## src/pkg/tmr_pkg.sv

```systemverilog
package tmr_pkg;
  localparam int          data_width       = 32;
  localparam int          addr_width       = 4;
  localparam logic [3:0] control_offset   = 4'h0;
  localparam logic [3:0] low_offset       = 4'h4;
  localparam logic [3:0] high_offset      = 4'h8;
  localparam logic [3:0] status_offset    = 4'hC;
  localparam logic [7:0] control_reset    = 8'h00;
  localparam int          run_bit          = 0;
  localparam int          source_bit       = 1;
  localparam int          sync_bit         = 2;
  localparam int          osc_bit          = 3;
  localparam int          prescale_lo_bit  = 4;
  localparam int          status_bit       = 6;
  localparam int          wide_bit         = 7;
  localparam int          flag_bit         = 0;
  localparam int          irq_enable_bit   = 1;
  localparam logic [1:0] fosc_div_last    = 2'h3;
  localparam logic [31:0] unmapped_value  = 32'h00000000;

  typedef struct packed {
    logic [addr_width-1:0] address;
    logic                  read;
    logic                  write;
    logic [3:0]            byteenable;
    logic [data_width-1:0] writedata;
  } bus_request_type;

  typedef struct packed {
    logic [data_width-1:0] readdata;
    logic                  waitrequest;
  } bus_answer_type;

  typedef struct packed {
    logic ext_clock;
    logic osc_clock;
    logic sysclk_from_osc;
    logic event_trigger;
  } side_inputs_type;

  typedef struct packed {
    logic       overflow_irq;
    logic       pins_forced_input;
    logic       osc_enable;
    logic [1:0] port_read_mask_n;
  } side_outputs_type;
endpackage : tmr_pkg

```

## src/pin_sync.sv

```systemverilog
`timescale 1ns/1ps
module pin_sync
(
  input  wire logic clock,
  input  wire logic reset_n,
  input  wire logic enable,
  input  wire logic pin,
  output logic      level
);
  import tmr_pkg::*;
  typedef struct packed {
    logic first;
    logic second;
  } sync_state_type;
  sync_state_type state;
  sync_state_type next_state;

  always_comb
  begin
    next_state = state;
    next_state.first = pin;
    next_state.second = state.first;
  end

  always_ff @(posedge clock or negedge reset_n)
  begin
    if (!reset_n)
      state <= '0;
    else if (enable)
      state <= next_state;
  end

  assign level = state.second;
endmodule : pin_sync

```

## src/prescaler.sv

```systemverilog
`timescale 1ns/1ps
module prescaler
(
  input  wire logic       clock,
  input  wire logic       reset_n,
  input  wire logic       enable,
  input  wire logic       tick_in,
  input  wire logic       clear,
  input  wire logic [1:0] prescale_select,
  output logic            tick_out
);
  import tmr_pkg::*;
  typedef struct packed {
    logic [2:0] count;
  } pre_state_type;
  pre_state_type state;
  pre_state_type next_state;
  logic [2:0]    limit;

  always_comb
  begin
    next_state = state;
    limit = 3'((4'h1 << prescale_select) - 4'h1);
    tick_out = 1'b0;
    if (clear)
      next_state.count = 3'h0;
    else if (tick_in)
    begin
      if (state.count >= limit)
      begin
        next_state.count = 3'h0;
        tick_out = 1'b1;
      end
      else
        next_state.count = state.count + 3'h1;
    end
  end

  always_ff @(posedge clock or negedge reset_n)
  begin
    if (!reset_n)
      state <= '0;
    else if (enable)
      state <= next_state;
  end
endmodule : prescaler

```

## src/timer_counter.sv

```systemverilog
// Our own choices: the register offsets and register access over Avalon-MM.
`timescale 1ns/1ps
// Behaviour
// run bit 0 starts counting; clear halts and holds count.
// timer, synchronous counter and asynchronous counter modes.
// source cleared counts clock divided by four, after prescaler.
// source set counts rising edges of external or oscillator clock.
// sync bit clear resynchronizes external clock; set bypasses; ignored internally. The code keeps the two-stage synchroniser when set.
// prescaler divides by 1, 2, 4 or 8 via bits 5-4.
// prescale encoding binary: 00=1, 01=2, 10=4, 11=8.
// oscillator enable bit turns crystal oscillator on; cleared powers it off.
// bit 6 read-only, shows device clock from oscillator.
// bit 7 selects 16-bit access; cleared gives two 8-bit accesses.
// in 16-bit mode low byte read copies high byte to buffer.
// in 16-bit mode high write loads buffer; low write commits both.
// in 16-bit mode the real high byte is reached only through buffer.
// low byte write clears prescaler; high byte write does not.
// when enabled, pins forced to inputs and read as zero.
// both count bytes readable and writable; counter is 16 bits.
// compare trigger clears count to zero.
// count rolls all-ones to zero, sets flag; irq only when enabled.
// software write beats coincident trigger; trigger never sets flag.
// trigger reset supported in timer and synchronous counter modes only.
// asynchronous count captured safely into system clock domain.
module timer_counter
(
  input  wire logic                      clock,
  input  wire logic                      reset_n,
  input  wire logic                      clock_enable,
  input  wire tmr_pkg::bus_request_type  bus_request,
  output tmr_pkg::bus_answer_type        bus_answer,
  input  wire tmr_pkg::side_inputs_type  side_inputs,
  output tmr_pkg::side_outputs_type      side_outputs
);
  import tmr_pkg::*;

  typedef struct packed {
    logic [7:0]  control;
    logic [15:0] count;
    logic [7:0]  high_buffer;
    logic        overflow_flag;
    logic        overflow_irq_enable;
    logic [1:0]  fosc_div;
    logic        ext_prev;
    logic        raw_prev;
    logic        async_pending;
    logic        answer_pending;
    bus_answer_type   answer;
    side_outputs_type outs;
  } top_state_type;

  top_state_type state;
  top_state_type next_state;

  ////////////////////////////////////////////////////////////////////////////
  // pin synchronisers

  logic ext_sync;
  logic osc_sync;
  logic status_sync;
  logic trig_sync;
  logic raw_edge_level;
  logic pre_tick;
  logic pre_clear;
  logic count_tick;

  pin_sync ext_sync_unit (
    .clock   (clock),
    .reset_n (reset_n),
    .enable  (clock_enable),
    .pin     (side_inputs.ext_clock),
    .level   (ext_sync)
  );
  pin_sync osc_sync_unit (
    .clock   (clock),
    .reset_n (reset_n),
    .enable  (clock_enable),
    .pin     (side_inputs.osc_clock),
    .level   (osc_sync)
  );
  pin_sync status_sync_unit (
    .clock   (clock),
    .reset_n (reset_n),
    .enable  (clock_enable),
    .pin     (side_inputs.sysclk_from_osc),
    .level   (status_sync)
  );
  pin_sync trig_sync_unit (
    .clock   (clock),
    .reset_n (reset_n),
    .enable  (clock_enable),
    .pin     (side_inputs.event_trigger),
    .level   (trig_sync)
  );

  ////////////////////////////////////////////////////////////////////////////
  // count source selection

  logic       run;
  logic       ext_selected;
  logic       bypass;
  logic       ext_level;
  logic       ext_edge;
  logic       fosc_tick;
  logic       access;
  logic       wr_low;
  logic       wr_high;
  logic       rd_low;
  logic       commit;
  logic       wr_control;
  logic       wr_status;
  logic       trigger;
  logic [7:0] wdata;

  assign run = state.control[run_bit];
  assign ext_selected = state.control[source_bit];
  assign bypass = state.control[sync_bit];
  // oscillator output replaces pin input when oscillator is enabled
  assign ext_level = state.control[osc_bit] ? osc_sync : ext_sync;
  assign ext_edge = ext_level & ~state.ext_prev;
  assign fosc_tick = (state.fosc_div == fosc_div_last);
  // async mode: edge taken through the same two-stage pin synchroniser, flagged pending
  assign raw_edge_level = ext_level;
  assign pre_tick = run & (ext_selected ? ext_edge : fosc_tick);
  assign access = bus_request.read | bus_request.write;
  assign wdata = bus_request.writedata[7:0];
  // writes take effect at the edge where waitrequest is seen low
  assign commit = access & state.answer_pending & bus_request.write
                  & bus_request.byteenable[0];
  assign wr_low = commit & (bus_request.address == low_offset);
  assign wr_high = commit & (bus_request.address == high_offset);
  assign wr_control = commit & (bus_request.address == control_offset);
  assign wr_status = commit & (bus_request.address == status_offset);
  assign rd_low = access & ~state.answer_pending & bus_request.read
                  & (bus_request.address == low_offset);
  assign pre_clear = wr_low;
  // trigger honoured only in timer or synchronous counter modes
  assign trigger = trig_sync & ~(ext_selected & bypass);

  prescaler #() pre_unit (
    .clock           (clock),
    .reset_n         (reset_n),
    .enable          (clock_enable),
    .tick_in         (pre_tick),
    .clear           (pre_clear),
    .prescale_select (state.control[prescale_lo_bit +: 2]),
    .tick_out        (count_tick)
  );

  ////////////////////////////////////////////////////////////////////////////
  // next state

  always_comb
  begin
    next_state = state;
    next_state.fosc_div = state.fosc_div + 2'h1;
    next_state.ext_prev = ext_level;
    next_state.raw_prev = raw_edge_level;
    next_state.answer.waitrequest = 1'b1;
    next_state.answer_pending = 1'b0;
    // counting, trigger and write priority
    if (count_tick)
    begin
      next_state.count = state.count + 16'h0001;
      if (state.count == 16'hFFFF)
        next_state.overflow_flag = 1'b1;
    end
    if (trigger)
      next_state.count = 16'h0000;
    if (wr_low)
    begin
      if (state.control[wide_bit])
        next_state.count = {state.high_buffer, wdata};
      else
        next_state.count[7:0] = wdata;
    end
    if (wr_high)
    begin
      if (state.control[wide_bit])
        next_state.high_buffer = wdata;
      else
        next_state.count[15:8] = wdata;
    end
    if (rd_low & state.control[wide_bit])
      next_state.high_buffer = state.count[15:8];
    if (wr_control)
      next_state.control = wdata;
    if (wr_status)
    begin
      next_state.overflow_irq_enable = wdata[irq_enable_bit];
      if (~wdata[flag_bit])
        next_state.overflow_flag = next_state.overflow_flag & count_tick
                                   & (state.count == 16'hFFFF);
    end
    // async counting: only an edge-pending flag is registered here; the count is a system clock register, so reads see whole bytes
    next_state.async_pending = ext_selected & bypass & ext_edge;
    // register bus
    if (access & ~state.answer_pending)
    begin
      next_state.answer_pending = 1'b1;
      next_state.answer.waitrequest = 1'b0;
      next_state.answer.readdata = unmapped_value;
      unique case (bus_request.address)
        control_offset:
          next_state.answer.readdata[7:0] = state.control;
        low_offset:
          next_state.answer.readdata[7:0] = state.count[7:0];
        high_offset:
          next_state.answer.readdata[7:0] = state.control[wide_bit]
                                            ? state.high_buffer : state.count[15:8];
        status_offset:
        begin
          next_state.answer.readdata[flag_bit] = state.overflow_flag;
          next_state.answer.readdata[irq_enable_bit] = state.overflow_irq_enable;
        end
        default:
          next_state.answer.readdata = unmapped_value;
      endcase
    end
    next_state.control[status_bit] = status_sync;
    next_state.outs.overflow_irq = next_state.overflow_flag
                                   & next_state.overflow_irq_enable;
    next_state.outs.pins_forced_input = next_state.control[run_bit];
    next_state.outs.port_read_mask_n = {2{~next_state.control[run_bit]}};
    next_state.outs.osc_enable = next_state.control[osc_bit];
  end

  always_ff @(posedge clock or negedge reset_n)
  begin
    if (!reset_n)
    begin
      state <= '0;
      state.control <= control_reset;
      state.answer.waitrequest <= 1'b1;
      state.outs.port_read_mask_n <= 2'h3;
    end
    else if (clock_enable)
      state <= next_state;
  end

  assign bus_answer = state.answer;
  assign side_outputs = state.outs;

  ////////////////////////////////////////////////////////////////////////////
  // checks

  wide_commit_a: assert property (@(posedge clock) disable iff (!reset_n)
    clock_enable && wr_low && state.control[wide_bit] && !trigger
    |=> state.count[15:8] == $past(state.high_buffer))
    else $error("low write did not commit buffered high byte");
  buffer_load_a: assert property (@(posedge clock) disable iff (!reset_n)
    clock_enable && rd_low && state.control[wide_bit] && !wr_high
    |=> state.high_buffer == $past(state.count[15:8]))
    else $error("low read did not capture high byte");
  halt_hold_a: assert property (@(posedge clock) disable iff (!reset_n)
    clock_enable && !run && !wr_low && !wr_high && !trigger
    |=> state.count == $past(state.count))
    else $error("stopped counter changed");
  trigger_clear_a: assert property (@(posedge clock) disable iff (!reset_n)
    clock_enable && trigger && !wr_low && !wr_high |=> state.count == 16'h0000)
    else $error("trigger did not clear count");
  write_wins_a: assert property (@(posedge clock) disable iff (!reset_n)
    clock_enable && trigger && wr_low && !state.control[wide_bit]
    |=> state.count[7:0] == $past(wdata))
    else $error("trigger beat software write");
  rollover_flag_a: assert property (@(posedge clock) disable iff (!reset_n)
    clock_enable && count_tick && state.count == 16'hFFFF && !trigger && !wr_low && !wr_high
    |=> state.count == 16'h0000 && state.overflow_flag)
    else $error("rollover did not set flag");
  status_readonly_a: assert property (@(posedge clock) disable iff (!reset_n)
    clock_enable |=> state.control[status_bit] == $past(status_sync))
    else $error("status bit not tracking clock source");
  pins_input_a: assert property (@(posedge clock) disable iff (!reset_n)
    clock_enable |=> side_outputs.pins_forced_input == run)
    else $error("pin direction not forced while running");
  bus_answer_a: assert property (@(posedge clock) disable iff (!reset_n)
    clock_enable && access && !state.answer_pending |=> !bus_answer.waitrequest)
    else $error("bus answer late");
  fosc_period_a: assert property (@(posedge clock) disable iff (!reset_n)
    clock_enable && fosc_tick ##1 clock_enable ##1 clock_enable ##1 clock_enable
    |=> fosc_tick)
    else $error("instruction cycle tick not every fourth clock");
  timer_source_a: assert property (@(posedge clock) disable iff (!reset_n)
    clock_enable && pre_tick && !ext_selected |-> fosc_tick)
    else $error("timer advanced off the instruction cycle");
  ext_source_a: assert property (@(posedge clock) disable iff (!reset_n)
    clock_enable && pre_tick && ext_selected |-> ext_edge)
    else $error("counter advanced without a rising edge");
  run_gate_a: assert property (@(posedge clock) disable iff (!reset_n)
    clock_enable && count_tick |-> run)
    else $error("count advanced while stopped");
  low_byte_only_a: assert property (@(posedge clock) disable iff (!reset_n)
    clock_enable && wr_low && !state.control[wide_bit] && !count_tick && !trigger
    |=> state.count[15:8] == $past(state.count[15:8]))
    else $error("byte write disturbed the high byte");
  high_write_a: assert property (@(posedge clock) disable iff (!reset_n)
    clock_enable && wr_high && !state.control[wide_bit]
    |=> state.count[15:8] == $past(wdata))
    else $error("high byte write lost");
  buffer_only_a: assert property (@(posedge clock) disable iff (!reset_n)
    clock_enable && wr_high && state.control[wide_bit] && !count_tick && !trigger
    |=> state.count == $past(state.count))
    else $error("buffered high write reached the count");
  prescale_clear_a: assert property (@(posedge clock) disable iff (!reset_n)
    clock_enable && wr_low |=> pre_unit.state.count == 3'h0)
    else $error("low write left prescaler count");
  prescale_keep_a: assert property (@(posedge clock) disable iff (!reset_n)
    clock_enable && wr_high && !pre_tick
    |=> pre_unit.state.count == $past(pre_unit.state.count))
    else $error("high write touched prescaler count");
  trigger_no_flag_a: assert property (@(posedge clock) disable iff (!reset_n)
    clock_enable && trigger && !wr_status && !(count_tick && state.count == 16'hFFFF)
    |=> state.overflow_flag == $past(state.overflow_flag))
    else $error("trigger changed the overflow flag");
  irq_gate_a: assert property (@(posedge clock) disable iff (!reset_n)
    clock_enable
    |=> side_outputs.overflow_irq == (state.overflow_flag && state.overflow_irq_enable))
    else $error("interrupt request not flag and enable");
  async_trigger_a: assert property (@(posedge clock) disable iff (!reset_n)
    clock_enable && ext_selected && bypass |-> !trigger)
    else $error("trigger honoured in asynchronous mode");
  osc_power_a: assert property (@(posedge clock) disable iff (!reset_n)
    clock_enable |=> side_outputs.osc_enable == state.control[osc_bit])
    else $error("oscillator enable not following control");
  pin_mask_a: assert property (@(posedge clock) disable iff (!reset_n)
    clock_enable |=> side_outputs.port_read_mask_n == {2{!run}})
    else $error("pins not reading zero while running");
  low_read_a: assert property (@(posedge clock) disable iff (!reset_n)
    clock_enable && rd_low |=> bus_answer.readdata[7:0] == $past(state.count[7:0]))
    else $error("low byte read wrong");
  buffer_read_a: assert property (@(posedge clock) disable iff (!reset_n)
    clock_enable && access && !state.answer_pending && bus_request.read
    && bus_request.address == high_offset && state.control[wide_bit]
    |=> bus_answer.readdata[7:0] == $past(state.high_buffer))
    else $error("wide high read did not return buffer");
  control_write_a: assert property (@(posedge clock) disable iff (!reset_n)
    clock_enable && wr_control
    |=> state.control[prescale_lo_bit +: 2] == $past(wdata[prescale_lo_bit +: 2]))
    else $error("prescale select not stored");
  rollover_c: cover property (@(posedge clock) disable iff (!reset_n)
    count_tick && state.count == 16'hFFFF);
  trigger_c: cover property (@(posedge clock) disable iff (!reset_n) trigger && run);
  wide_write_c: cover property (@(posedge clock) disable iff (!reset_n)
    wr_high ##[1:4] wr_low);
  async_count_c: cover property (@(posedge clock) disable iff (!reset_n)
    count_tick && ext_selected && bypass);
  overflow_irq_c: cover property (@(posedge clock) disable iff (!reset_n)
    side_outputs.overflow_irq);
endmodule : timer_counter

```

## config.mk

```make
export PLATFORM = sky130hd
export DESIGN_NAME = timer_counter
export DESIGN_NICKNAME = d
export VERILOG_FILES = /design/src/pkg/tmr_pkg.sv /design/src/pin_sync.sv /design/src/prescaler.sv /design/src/timer_counter.sv
export SDC_FILE = /design/constraint.sdc
export NUM_CORES = 1
export LEC_CHECK = 0
export BUFFER_PORTS_ARGS = -buffer_cell sky130_fd_sc_hd__buf_2
export CAP_MARGIN = 20
export CORE_AREA = 2 2 89 112
export DETAILED_ROUTE_END_ITERATION = 8
export DIE_AREA = 0 0 91 114
export PLACE_DENSITY = 0.69
export SLEW_MARGIN = 20
export SYNTH_ARGS = -nofsm -noshare
export SYNTH_HDL_FRONTEND = slang
export SYNTH_HIERARCHICAL = 1
export SYNTH_SLANG_ARGS = --single-unit
```

## constraint.sdc

```tcl
create_clock -name clock -period 2.6 [get_ports clock]
set_input_delay 0.52 -clock clock [delete_from_list [all_inputs] [get_ports clock]]
set_output_delay 0.52 -clock clock [all_outputs]
set_load 0.02 [all_outputs]
```

Yosys cells after proc, flatten, opt, wreduce, memory -nomap -nowiden
Index checks and enable logic that the tools add are counted.
{"block": "word_totals", "reg_bits": 62, "inputBits": 49, "wordCells": 95}
{"block": "op_classes", "addsub": 4, "order_cmp": 1, "eq_ne": 5, "shift": 1, "n_mux": 26, "n_bitwise": 23, "n_reduce_logical": 10}
{"cell": "$mux W8", "count": 7}
{"cell": "$mux W16", "count": 3}
{"cell": "$mux W34", "count": 1}
{"cell": "$and A1 B1 Y1", "count": 18}
{"cell": "$pmux W6 S3", "count": 1}
{"cell": "$add A16 B1 Y16 const B", "count": 1}
{"cell": "$eq A16 B16 Y1 const B", "count": 1}
{"cell": "$mux W3", "count": 3}
{"cell": "$eq A4 B4 Y1 const B", "count": 2}
{"cell": "$mux W1", "count": 8}
{"cell": "$pmux W2 S4", "count": 1}
{"cell": "$reduce_and A2 Y1", "count": 4}
{"cell": "$reduce_bool A2 Y1", "count": 3}
{"cell": "$eq A4 B3 Y1 const B", "count": 1}
{"cell": "$logic_not A4 Y1", "count": 1}
{"cell": "$mux W4", "count": 1}
{"cell": "$not A1 Y1", "count": 4}
{"cell": "$add A3 B1 Y3 const B", "count": 1}
{"cell": "$ge A3 B3 Y1", "count": 1}
{"cell": "$reduce_and A3 Y1", "count": 1}
{"cell": "$reduce_bool A3 Y1", "count": 1}
{"cell": "$shl A1 B2 Y3 const A", "count": 1}
{"cell": "$sub A3 B1 Y3 const B", "count": 1}
{"cell": "$add A2 B1 Y2 const B", "count": 1}
{"cell": "other kinds (3)", "count": 3}

Logic depth before layout (Yosys ltp)
Gate-level depths: netlist of run 1.
{"block": "depth", "depth_word": 12, "depth_mapped": 10, "ltp_nobuf": 9}

Modules after synthesis
Netlist of run 1, hierarchy kept.
{"module": "timer_counter", "n_inst": 1, "cells_per_inst": 355, "area_each_um2": 3522.1, "seq_area_each_um2": 1228.7}
{"module": "pin_sync", "n_inst": 4, "cells_per_inst": 4, "area_each_um2": 72.6, "seq_area_each_um2": 50.0}
{"module": "prescaler", "n_inst": 1, "cells_per_inst": 29, "area_each_um2": 274.0, "seq_area_each_um2": 75.1}

Least setup slack after synthesis of run 1
OpenSTA, ideal clock, no wires.
{"block": "synth_path", "path_kind": "in2reg", "start": "input port bus_request[40] (netlist bit)", "end": "register state[64] (netlist bit)", "setup_time_ps": 86, "arrival_ps": 2619, "setup_slack_ps": -105, "path_stages": 10, "n_path_buf": 3, "path_cell_list": "buf_4 > nor2b_1 > buf_2 > and3_1 > buf_2 > and3b_1 > nand4_2 > or4_4 > o32a_1 > o221ai_2"}
{"block": "synth_between", "elab_chain_cells": 9}
{"element": "from (decl)", "line": "timer_counter.sv:30", "text": "input wire tmr_pkg::bus_request_type bus_request,"}
{"element": "$eq A4 B3 Y1 (*)", "line": "timer_counter.sv:130", "text": "assign wr_low = commit & (bus_request.address == low_offset);"}
{"element": "$and A1 B1 Y1 (*)", "line": "timer_counter.sv:130"}
{"element": "net pre_clear", "line": "timer_counter.sv:64", "text": "logic pre_clear;"}
{"element": "$mux W1 (*)", "line": "prescaler.sv:25", "text": "if (clear)"}
{"element": "net count_tick", "line": "timer_counter.sv:65", "text": "logic count_tick;"}
{"element": "$mux W16 (*)", "line": "timer_counter.sv:162", "text": "if (count_tick)"}
{"element": "$mux W16 (*)", "line": "timer_counter.sv:168", "text": "if (trigger)"}
{"element": "$mux W8", "line": "timer_counter.sv:172", "text": "if (state.control[wide_bit])"}
{"element": "$mux W16 (*)", "line": "timer_counter.sv:170", "text": "if (wr_low)"}
{"element": "$mux W8", "line": "timer_counter.sv:179", "text": "if (state.control[wide_bit])"}
{"element": "$mux W8 (*)", "line": "timer_counter.sv:177", "text": "if (wr_high)"}
{"element": "to (signal assigned)", "line": "timer_counter.sv:238", "text": "state <= next_state;"}
{"element": "to (decl)", "line": "timer_counter.sv:52", "text": "top_state_type state;"}
Mark *: on every way through the listed nets, which the timed path passes. The rest lies on a longest branch. The select of a mux whose other input is x is not followed.
A chain may end at the register's enable or synchronous reset.

Worst setup path after layout of run 1
{"block": "layout_path", "start": "register state[75] (netlist bit)", "end": "register state[64] (netlist bit)"}
{"block": "layout_between", "elab_chain_cells": 12}
{"element": "$shl A1 B2 Y3 (*)", "line": "prescaler.sv:23", "text": "limit = 3'((4'h1 << prescale_select) - 4'h1);"}
{"element": "$sub A3 B1 Y3 (*)", "line": "prescaler.sv:23"}
{"element": "$ge A3 B3 Y1 (*)", "line": "prescaler.sv:29", "text": "if (state.count >= limit)"}
{"element": "$mux W1 (*)", "line": "prescaler.sv:29"}
{"element": "$mux W1 (*)", "line": "prescaler.sv:27", "text": "else if (tick_in)"}
{"element": "$mux W1 (*)", "line": "prescaler.sv:25"}
{"element": "net count_tick", "line": "timer_counter.sv:65"}
{"element": "$mux W16 (*)", "line": "timer_counter.sv:162"}
{"element": "$mux W16 (*)", "line": "timer_counter.sv:168"}
{"element": "$mux W8", "line": "timer_counter.sv:172"}
{"element": "$mux W16 (*)", "line": "timer_counter.sv:170"}
{"element": "$mux W8", "line": "timer_counter.sv:179"}
{"element": "$mux W8 (*)", "line": "timer_counter.sv:177"}
Marked as above.

==> results_dict.tcl, run 1 <==
set metrics [dict create \
    status "completed" \
    core_area_um2 9410 \
    crit_family "simple AND/OR/NAND/NOR gates" \
    rsz0062_at_grt "true" \
    fillers 877 \
    ff_latch_area_um2 1500 \
    cts_tree "yes" \
    synth_edf_count 0 \
    worstRegToRegCells 9 \
    postPlaceCellArea_um2 4310 \
    leakage_uw 0.00202 \
    setup_violations 0 \
    cts-root-buf "clkbuf_16" \
    postRouteAntennaNets 0 \
    cp-start-kind "flop" \
    crit_path_start "state[75]" \
    avgSynthCellArea_um2 10.2 \
    path_class "reg -> reg" \
    worst_slew_pin_slew_ps 617 \
    wl_met2_mm 5.25 \
    finalWeightedCongestion 0.933 \
    cp_slowest_stage_delay_ps 480 \
    grt_max_degree 29 \
    tns_ps 0 \
    die_h_um 114 \
    period_share_pct 97.9 \
    power_density_nw_per_um2 625 \
    m1WireLength_mm 4.16 \
    yosys.area.top_type "dfrtp_1" \
    synth.distinct_cells 81 \
    async_flop_share_pct 100 \
    drc 0 \
    yosys.area.top_type_share_pct 35.5 \
    crit_required_ps 2850 \
    area_growth_pct 14.1 \
    design_area_um2 4660 \
    p_total_uw 2910 \
    fmaxAchievable_ghz 0.393 \
    grt_pass1_vias 3266 \
    worstHoldPathType "in -> async" \
    maxSlewHeadroom_pct 58.6 \
    yosysWarnings 6 \
    pin_count 87 \
    clk_path_buf_depth 2 \
    wirelength_mm 10.7 \
    syn_area_um2 4090 \
    wire_per_inst_um 18.8 \
    crit_slowest_cell "or4_4" \
    cp_num_cells 9 \
    dieArea_um2 10400 \
    reg2reg_to "state[64]" \
    top_layer_used "met4" \
    vias 3409 \
    cp.arrival_ps 2790 \
    hold_viol_final 0 \
    worst_hold_slack_ps 157 \
    skew_ps 6.71 \
    path_max_fanout 5 \
    setup.worst_path.end "state[64]" \
    maxCapViolations 0 \
    antenna_found_initial 0 \
    rows 40 \
    period_needed_ps 2540 \
    path_clk_slew_ps 50 \
    dr.pass1.iters 6 \
    drv_slew 0 \
    multi_input_area_um2 2240 \
    dpl.hpwl_mm 7.70 \
    grt_pass1_wl_mm 17.0 \
    start_util_pct 43.4 \
    syn_inst 400 \
    drtIter0Drc 404 \
    drive_gt1_share_pct 32.8 \
    r2r_setup_slack_ps 60 \
    track_usage_pct 20.9 \
    path_buf_inv 0 \
    ys_seq_elements 60 \
    n_antenna_cell 0 \
    overflow 0 \
    nNetsFinal 492 \
    synth-main-ff-cell "dfrtp_1" \
    cts_inserted_buffers 9 \
    cts_hold_buf 0 \
    rr_startpoint "state[75]" \
    path_cells "or2_1, ha_4, nor2b_4, o21ai_4, and3b_2, nand4_4, or4_4, o32a_1, o221ai_2" \
    yosysSeqAreaShare_pct 36.8 \
    cts_max_level 3 \
    ir_drop_mv 0.321 \
    die_x_um 91 \
    cts_sinks 60 \
    clk_latency_ps 340 \
    synth_area_leaders "dfrtp_1, mux2_2, buf_4" \
    wl_met3_um 764 \
    worst_setup_path_end_kind "flop" \
    portBuffers 35 \
    vias_per_cell 6.00 \
]
layout make-up:
cell class	count	area share [%]
multi-input combinational	284	48.1
sequential	60	32.3
timing repair buffer	64	8.43
clock buffer	12	5.29
tap	126	3.38
inverter	18	1.45
clock inverter	4	1.07
worst min path at each step:
stage,from,to,slack (ps),cells past startpoint
6_report,reset_n,state[45],160,1
5_1_grt,reset_n,state[47],190,1
4_1_cts,reset_n,state[45],160,1
3_5_place_dp,state[42],state[42],470,1
3_3_place_gp,bus_answer[3],bus_answer[3],460,2
2_1_floorplan,reset_n,bus_answer[1],220,0
cells in the mapped netlist, drive strengths merged, types with 4 or more instances:
master / instances
mux2i: 11
o2bb2ai: 8
dfrtp: 58
mux2: 35
a211oi: 8
nand3: 13
a22oi: 7
a22o: 4
nand2: 15
nand4: 5
clkbuf: 6
and3: 6
nor2: 20
o41ai: 6
a32oi: 4
nor3b: 5
a21oi: 13
buf: 55
inv: 18
o211ai: 6
ha: 6
nor2b: 5
o21ai: 14
nor4: 8
cells by family after synthesis:
kind of cell	after synthesis	synth area share, %
and+or+nand+nor	100	15.3
other	1	0.0918
muxes	48	13.4
adders and majority gates	6	1.84
buffers and inverters	79	11.6
AOI/OAI and AO/OA	105	20.8
DFF	60	36.8
xor gates and xnor gates	1	0.214
where the power goes:
group	switching, µW	total, µW	leakage (µW)	internal (µW)
combinational	341	583	0.00110	242
sequential	104	1140	0.000786	1030
clock	426	1190	0.000139	766
total	871	2910	0.00202	2040
per-stage QoR:
| stage | util [%] | worst slack (ps) | std cells |
|---|---|---|---|
| 2_1_floorplan | - | 1.15 | 423 |
| 3_3_place_gp | 45.8 | 62.8 | 550 |
| 3_5_place_dp | 45.8 | 41.5 | 550 |
| 4_1_cts | 49.0 | 13.8 | 566 |
| 5_1_grt | 49.5 | -30.3 | 568 |
| 6_report | 49.5 | 55.1 | 568 |
registers in the layout, summed over array words and instances (netlist names):
| register | flops |
|---|---|
| trig_sync_unit/next_state | 1 |
| pre_unit/state | 3 |
| side_outputs | 2 |
| status_sync_unit/level | 1 |
| ext_selected | 1 |
| ext_sync_unit/level | 1 |
| status_sync_unit/next_state | 1 |
| trig_sync_unit/level | 1 |
| state | 35 |
| bus_answer | 9 |
| bypass | 1 |
| osc_sync_unit/level | 1 |
| run | 1 |
| ext_sync_unit/next_state | 1 |
| osc_sync_unit/next_state | 1 |
repair_timing:
item / 4_1_cts / 5_1_grt
gates resized for setup: 0 / 4
setup buffers: 0 / 2
setup endpoints to repair: 0 / 6
cell usage in the layout (no fill, tap or decap), drive strengths merged, types with 4 or more instances in the layout:
master and instances:
a211oi 8, o2bb2ai 8, nor2 20, dfrtp 58, o21ai 14, nor3b 5
a21oi 13, ha 6, nand2 15, a22oi 7, mux2 35, and3 6
mux2i 11, buf 64, nand3 13, a22o 4, clkbuf 12, nor4 8
o41ai 6, a32oi 4, o211ai 6, nor2b 5, nand4 5, inv 18
conb 24
routing by layer:
metal  vias up  global-route usage, %
li1       1536                      -
met1      1662                   24.7
met2       178                   35.2
met3        33                   4.29
met4         0                   12.5
met5         -                      0
Power figures use the tool's default switching activity.
==> inputs of run 2 (changes only) <==
Settings changed: CAP_MARGIN 20 to not set, CORE_AREA 2 2 89 112 to 2 2 90 110, DIE_AREA 0 0 91 114 to 0 0 92 112, TNS_END_PERCENT set to 100.
==> run 2 against run 1 <==
Effect of this change: final area increased by 0.24%; combinational power decreased by 1%; global-route usage increased by 0.53 points; fmax increased by 0.27%; critical path depth unchanged; via count decreased by 0.12%; sequential power about the same; critical endpoint unchanged; first-iteration DRC count decreased by 24%; count of clock-buffer cells in the layout decreased by 2; hold slack got worse by 86 ps.
==> results_dict.tcl, run 2 (same netlist as run 1, synthesis figures left out) <==
set metrics [dict create \
    cts_tree "yes" \
    track_usage_pct 21.5 \
    die_x_um 92 \
    fmaxAchievable_ghz 0.394 \
    n_antenna_cell 0 \
    cts_sinks 60 \
    status "completed" \
    drv_slew 0 \
    power.internal_uw 2110 \
    wire_per_inst_um 19.1 \
    cts_hold_buf 0 \
    grt_pass1_vias 3305 \
    dr.pass1.iters 5 \
    p_switching_uw 875 \
    leakage_uw 0.00202 \
    final_cell_mix "dfrtp_1, mux2_2, buf_2, buf_4, conb_1" \
    start_util_pct 44.1 \
    wirelength_mm 10.8 \
    tns_ps 0 \
    path_cells "or2_1, ha_4, nor2b_4, o21ai_4, and3b_2, nand4_4, or4_4, o32a_1, o221ai_2" \
    r2r_setup_slack_ps 60 \
    fillers 853 \
    cp-start-kind "flop" \
    dpl.hpwl_mm 7.72 \
    finalWeightedCongestion 0.897 \
    crit_path_start "state[75]" \
    final_cell_count_no_fill 563 \
    drc 0 \
    die_h_um 112 \
    worst_slew_pin_slew_ps 656 \
    portBuffers 35 \
    cts_inserted_buffers 9 \
    path_max_fanout 5 \
    postRouteAntennaNets 0 \
    dp_cells 546 \
    nNetsFinal 490 \
    swShare_pct 29.3 \
    period_needed_ps 2540 \
    setup_violations 0 \
    final_util_pct 50.4 \
    period_share_pct 97.6 \
    registers.top_by_ff_count "state" \
    p_clk_share_pct 42.6 \
    largest_reg_flops 35 \
    drive_gt1_share_pct 33.0 \
    dieArea_um2 10300 \
    overflow 0 \
    vias_per_cell 6.05 \
    ir_drop_mv 0.329 \
    vias 3405 \
    worstHoldPathType "in -> async" \
    drtIter0Drc 309 \
    cts-root-buf "clkbuf_16" \
    grt_pass1_wl_mm 17.3 \
    clk_latency_ps 330 \
    cp.arrival_ps 2780 \
    clk_path_buf_depth 2 \
    hold_viol_final 0 \
    cts_max_level 3 \
    layout_commonest_cell "dfrtp_1" \
    crit_slowest_cell "or4_4" \
    maxCapViolations 0 \
    path_class "reg -> reg" \
    rr_startpoint "state[75]" \
    crit_family "simple AND/OR/NAND/NOR gates" \
    grt_max_degree 31 \
    rows 39 \
    p_total_uw 2980 \
    worst_setup_path_end_kind "flop" \
    power_density_nw_per_um2 639 \
    core_area_um2 9270 \
    rsz0062_at_grt "true" \
    area_growth_pct 14.3 \
    pin_count 87 \
    path_clk_slew_ps 50 \
    cp_slowest_stage_delay_ps 470 \
    skew_ps 5.27 \
    seqPwrFrac_pct 38.1 \
    maxSlewHeadroom_pct 56.0 \
    path_buf_inv 0 \
    crit_required_ps 2850 \
    comb_power_share_pct 19.3 \
    antenna_found_initial 0 \
]
-- run 2: metal layers --
metal	up-vias	track usage [%]	share of wire, %
li1	1533	-	-
met2	147	34.1	48
met3	35	3.52	5.3
met1	1690	26.9	41
met5	-	0	0
met4	0	14.0	5.1
-- run 2: what timing repair did --
action	in CTS	in global routing
resized for setup	0	6
setup buffers	0	1
setup endpoints to repair	0	5
-- run 2: layout make-up --
cell class	instances	area (µm²)	share of cell area, %
Clock buffer	10	229	4.90
Sequential cell	60	1500	32.2
Timing Repair Buffer	62	378	8.09
Inverter	18	67.6	1.45
Multi-Input combinational cell	284	2250	48.2
Clock inverter	6	88.8	1.90
Tap cell	123	154	3.29
-- run 2: power by group through the flow --
| stage | combinational [µW] | sequential [µW] | clock, µW |
|---|---|---|---|
| after CTS | 561 | 1140 | 1280 |
| after global placement | 540 | 1140 | 0 |
| after global routing | 627 | 1150 | 1320 |
| after detailed placement | 559 | 1150 | 0 |
| after floorplan | 445 | 1110 | 0 |
| final | 575 | 1140 | 1270 |
-- run 2: final timing paths --
check                      depth (start not counted)                          end
max                                                9                    state[64]
min                                                1                    state[45]
max reg2reg                                        9                    state[64]
min reg2reg                                        2                bus_answer[3]
max in group asynchronous                          2              side_outputs[0]
min in group clock                                 2  osc_sync_unit/next_state[0]
-- run 2: stage by stage --
stage                     hold WS [ps]  instance area (µm²)  setup WS [ps]
after global routing              91.8                 4670          -38.9
after global placement             435                 4300           75.9
final                             71.4                 4670           62.1
after detailed placement           434                 4300           63.1
after CTS                         80.5                 4620           35.4
after floorplan                    224                 4190           1.15
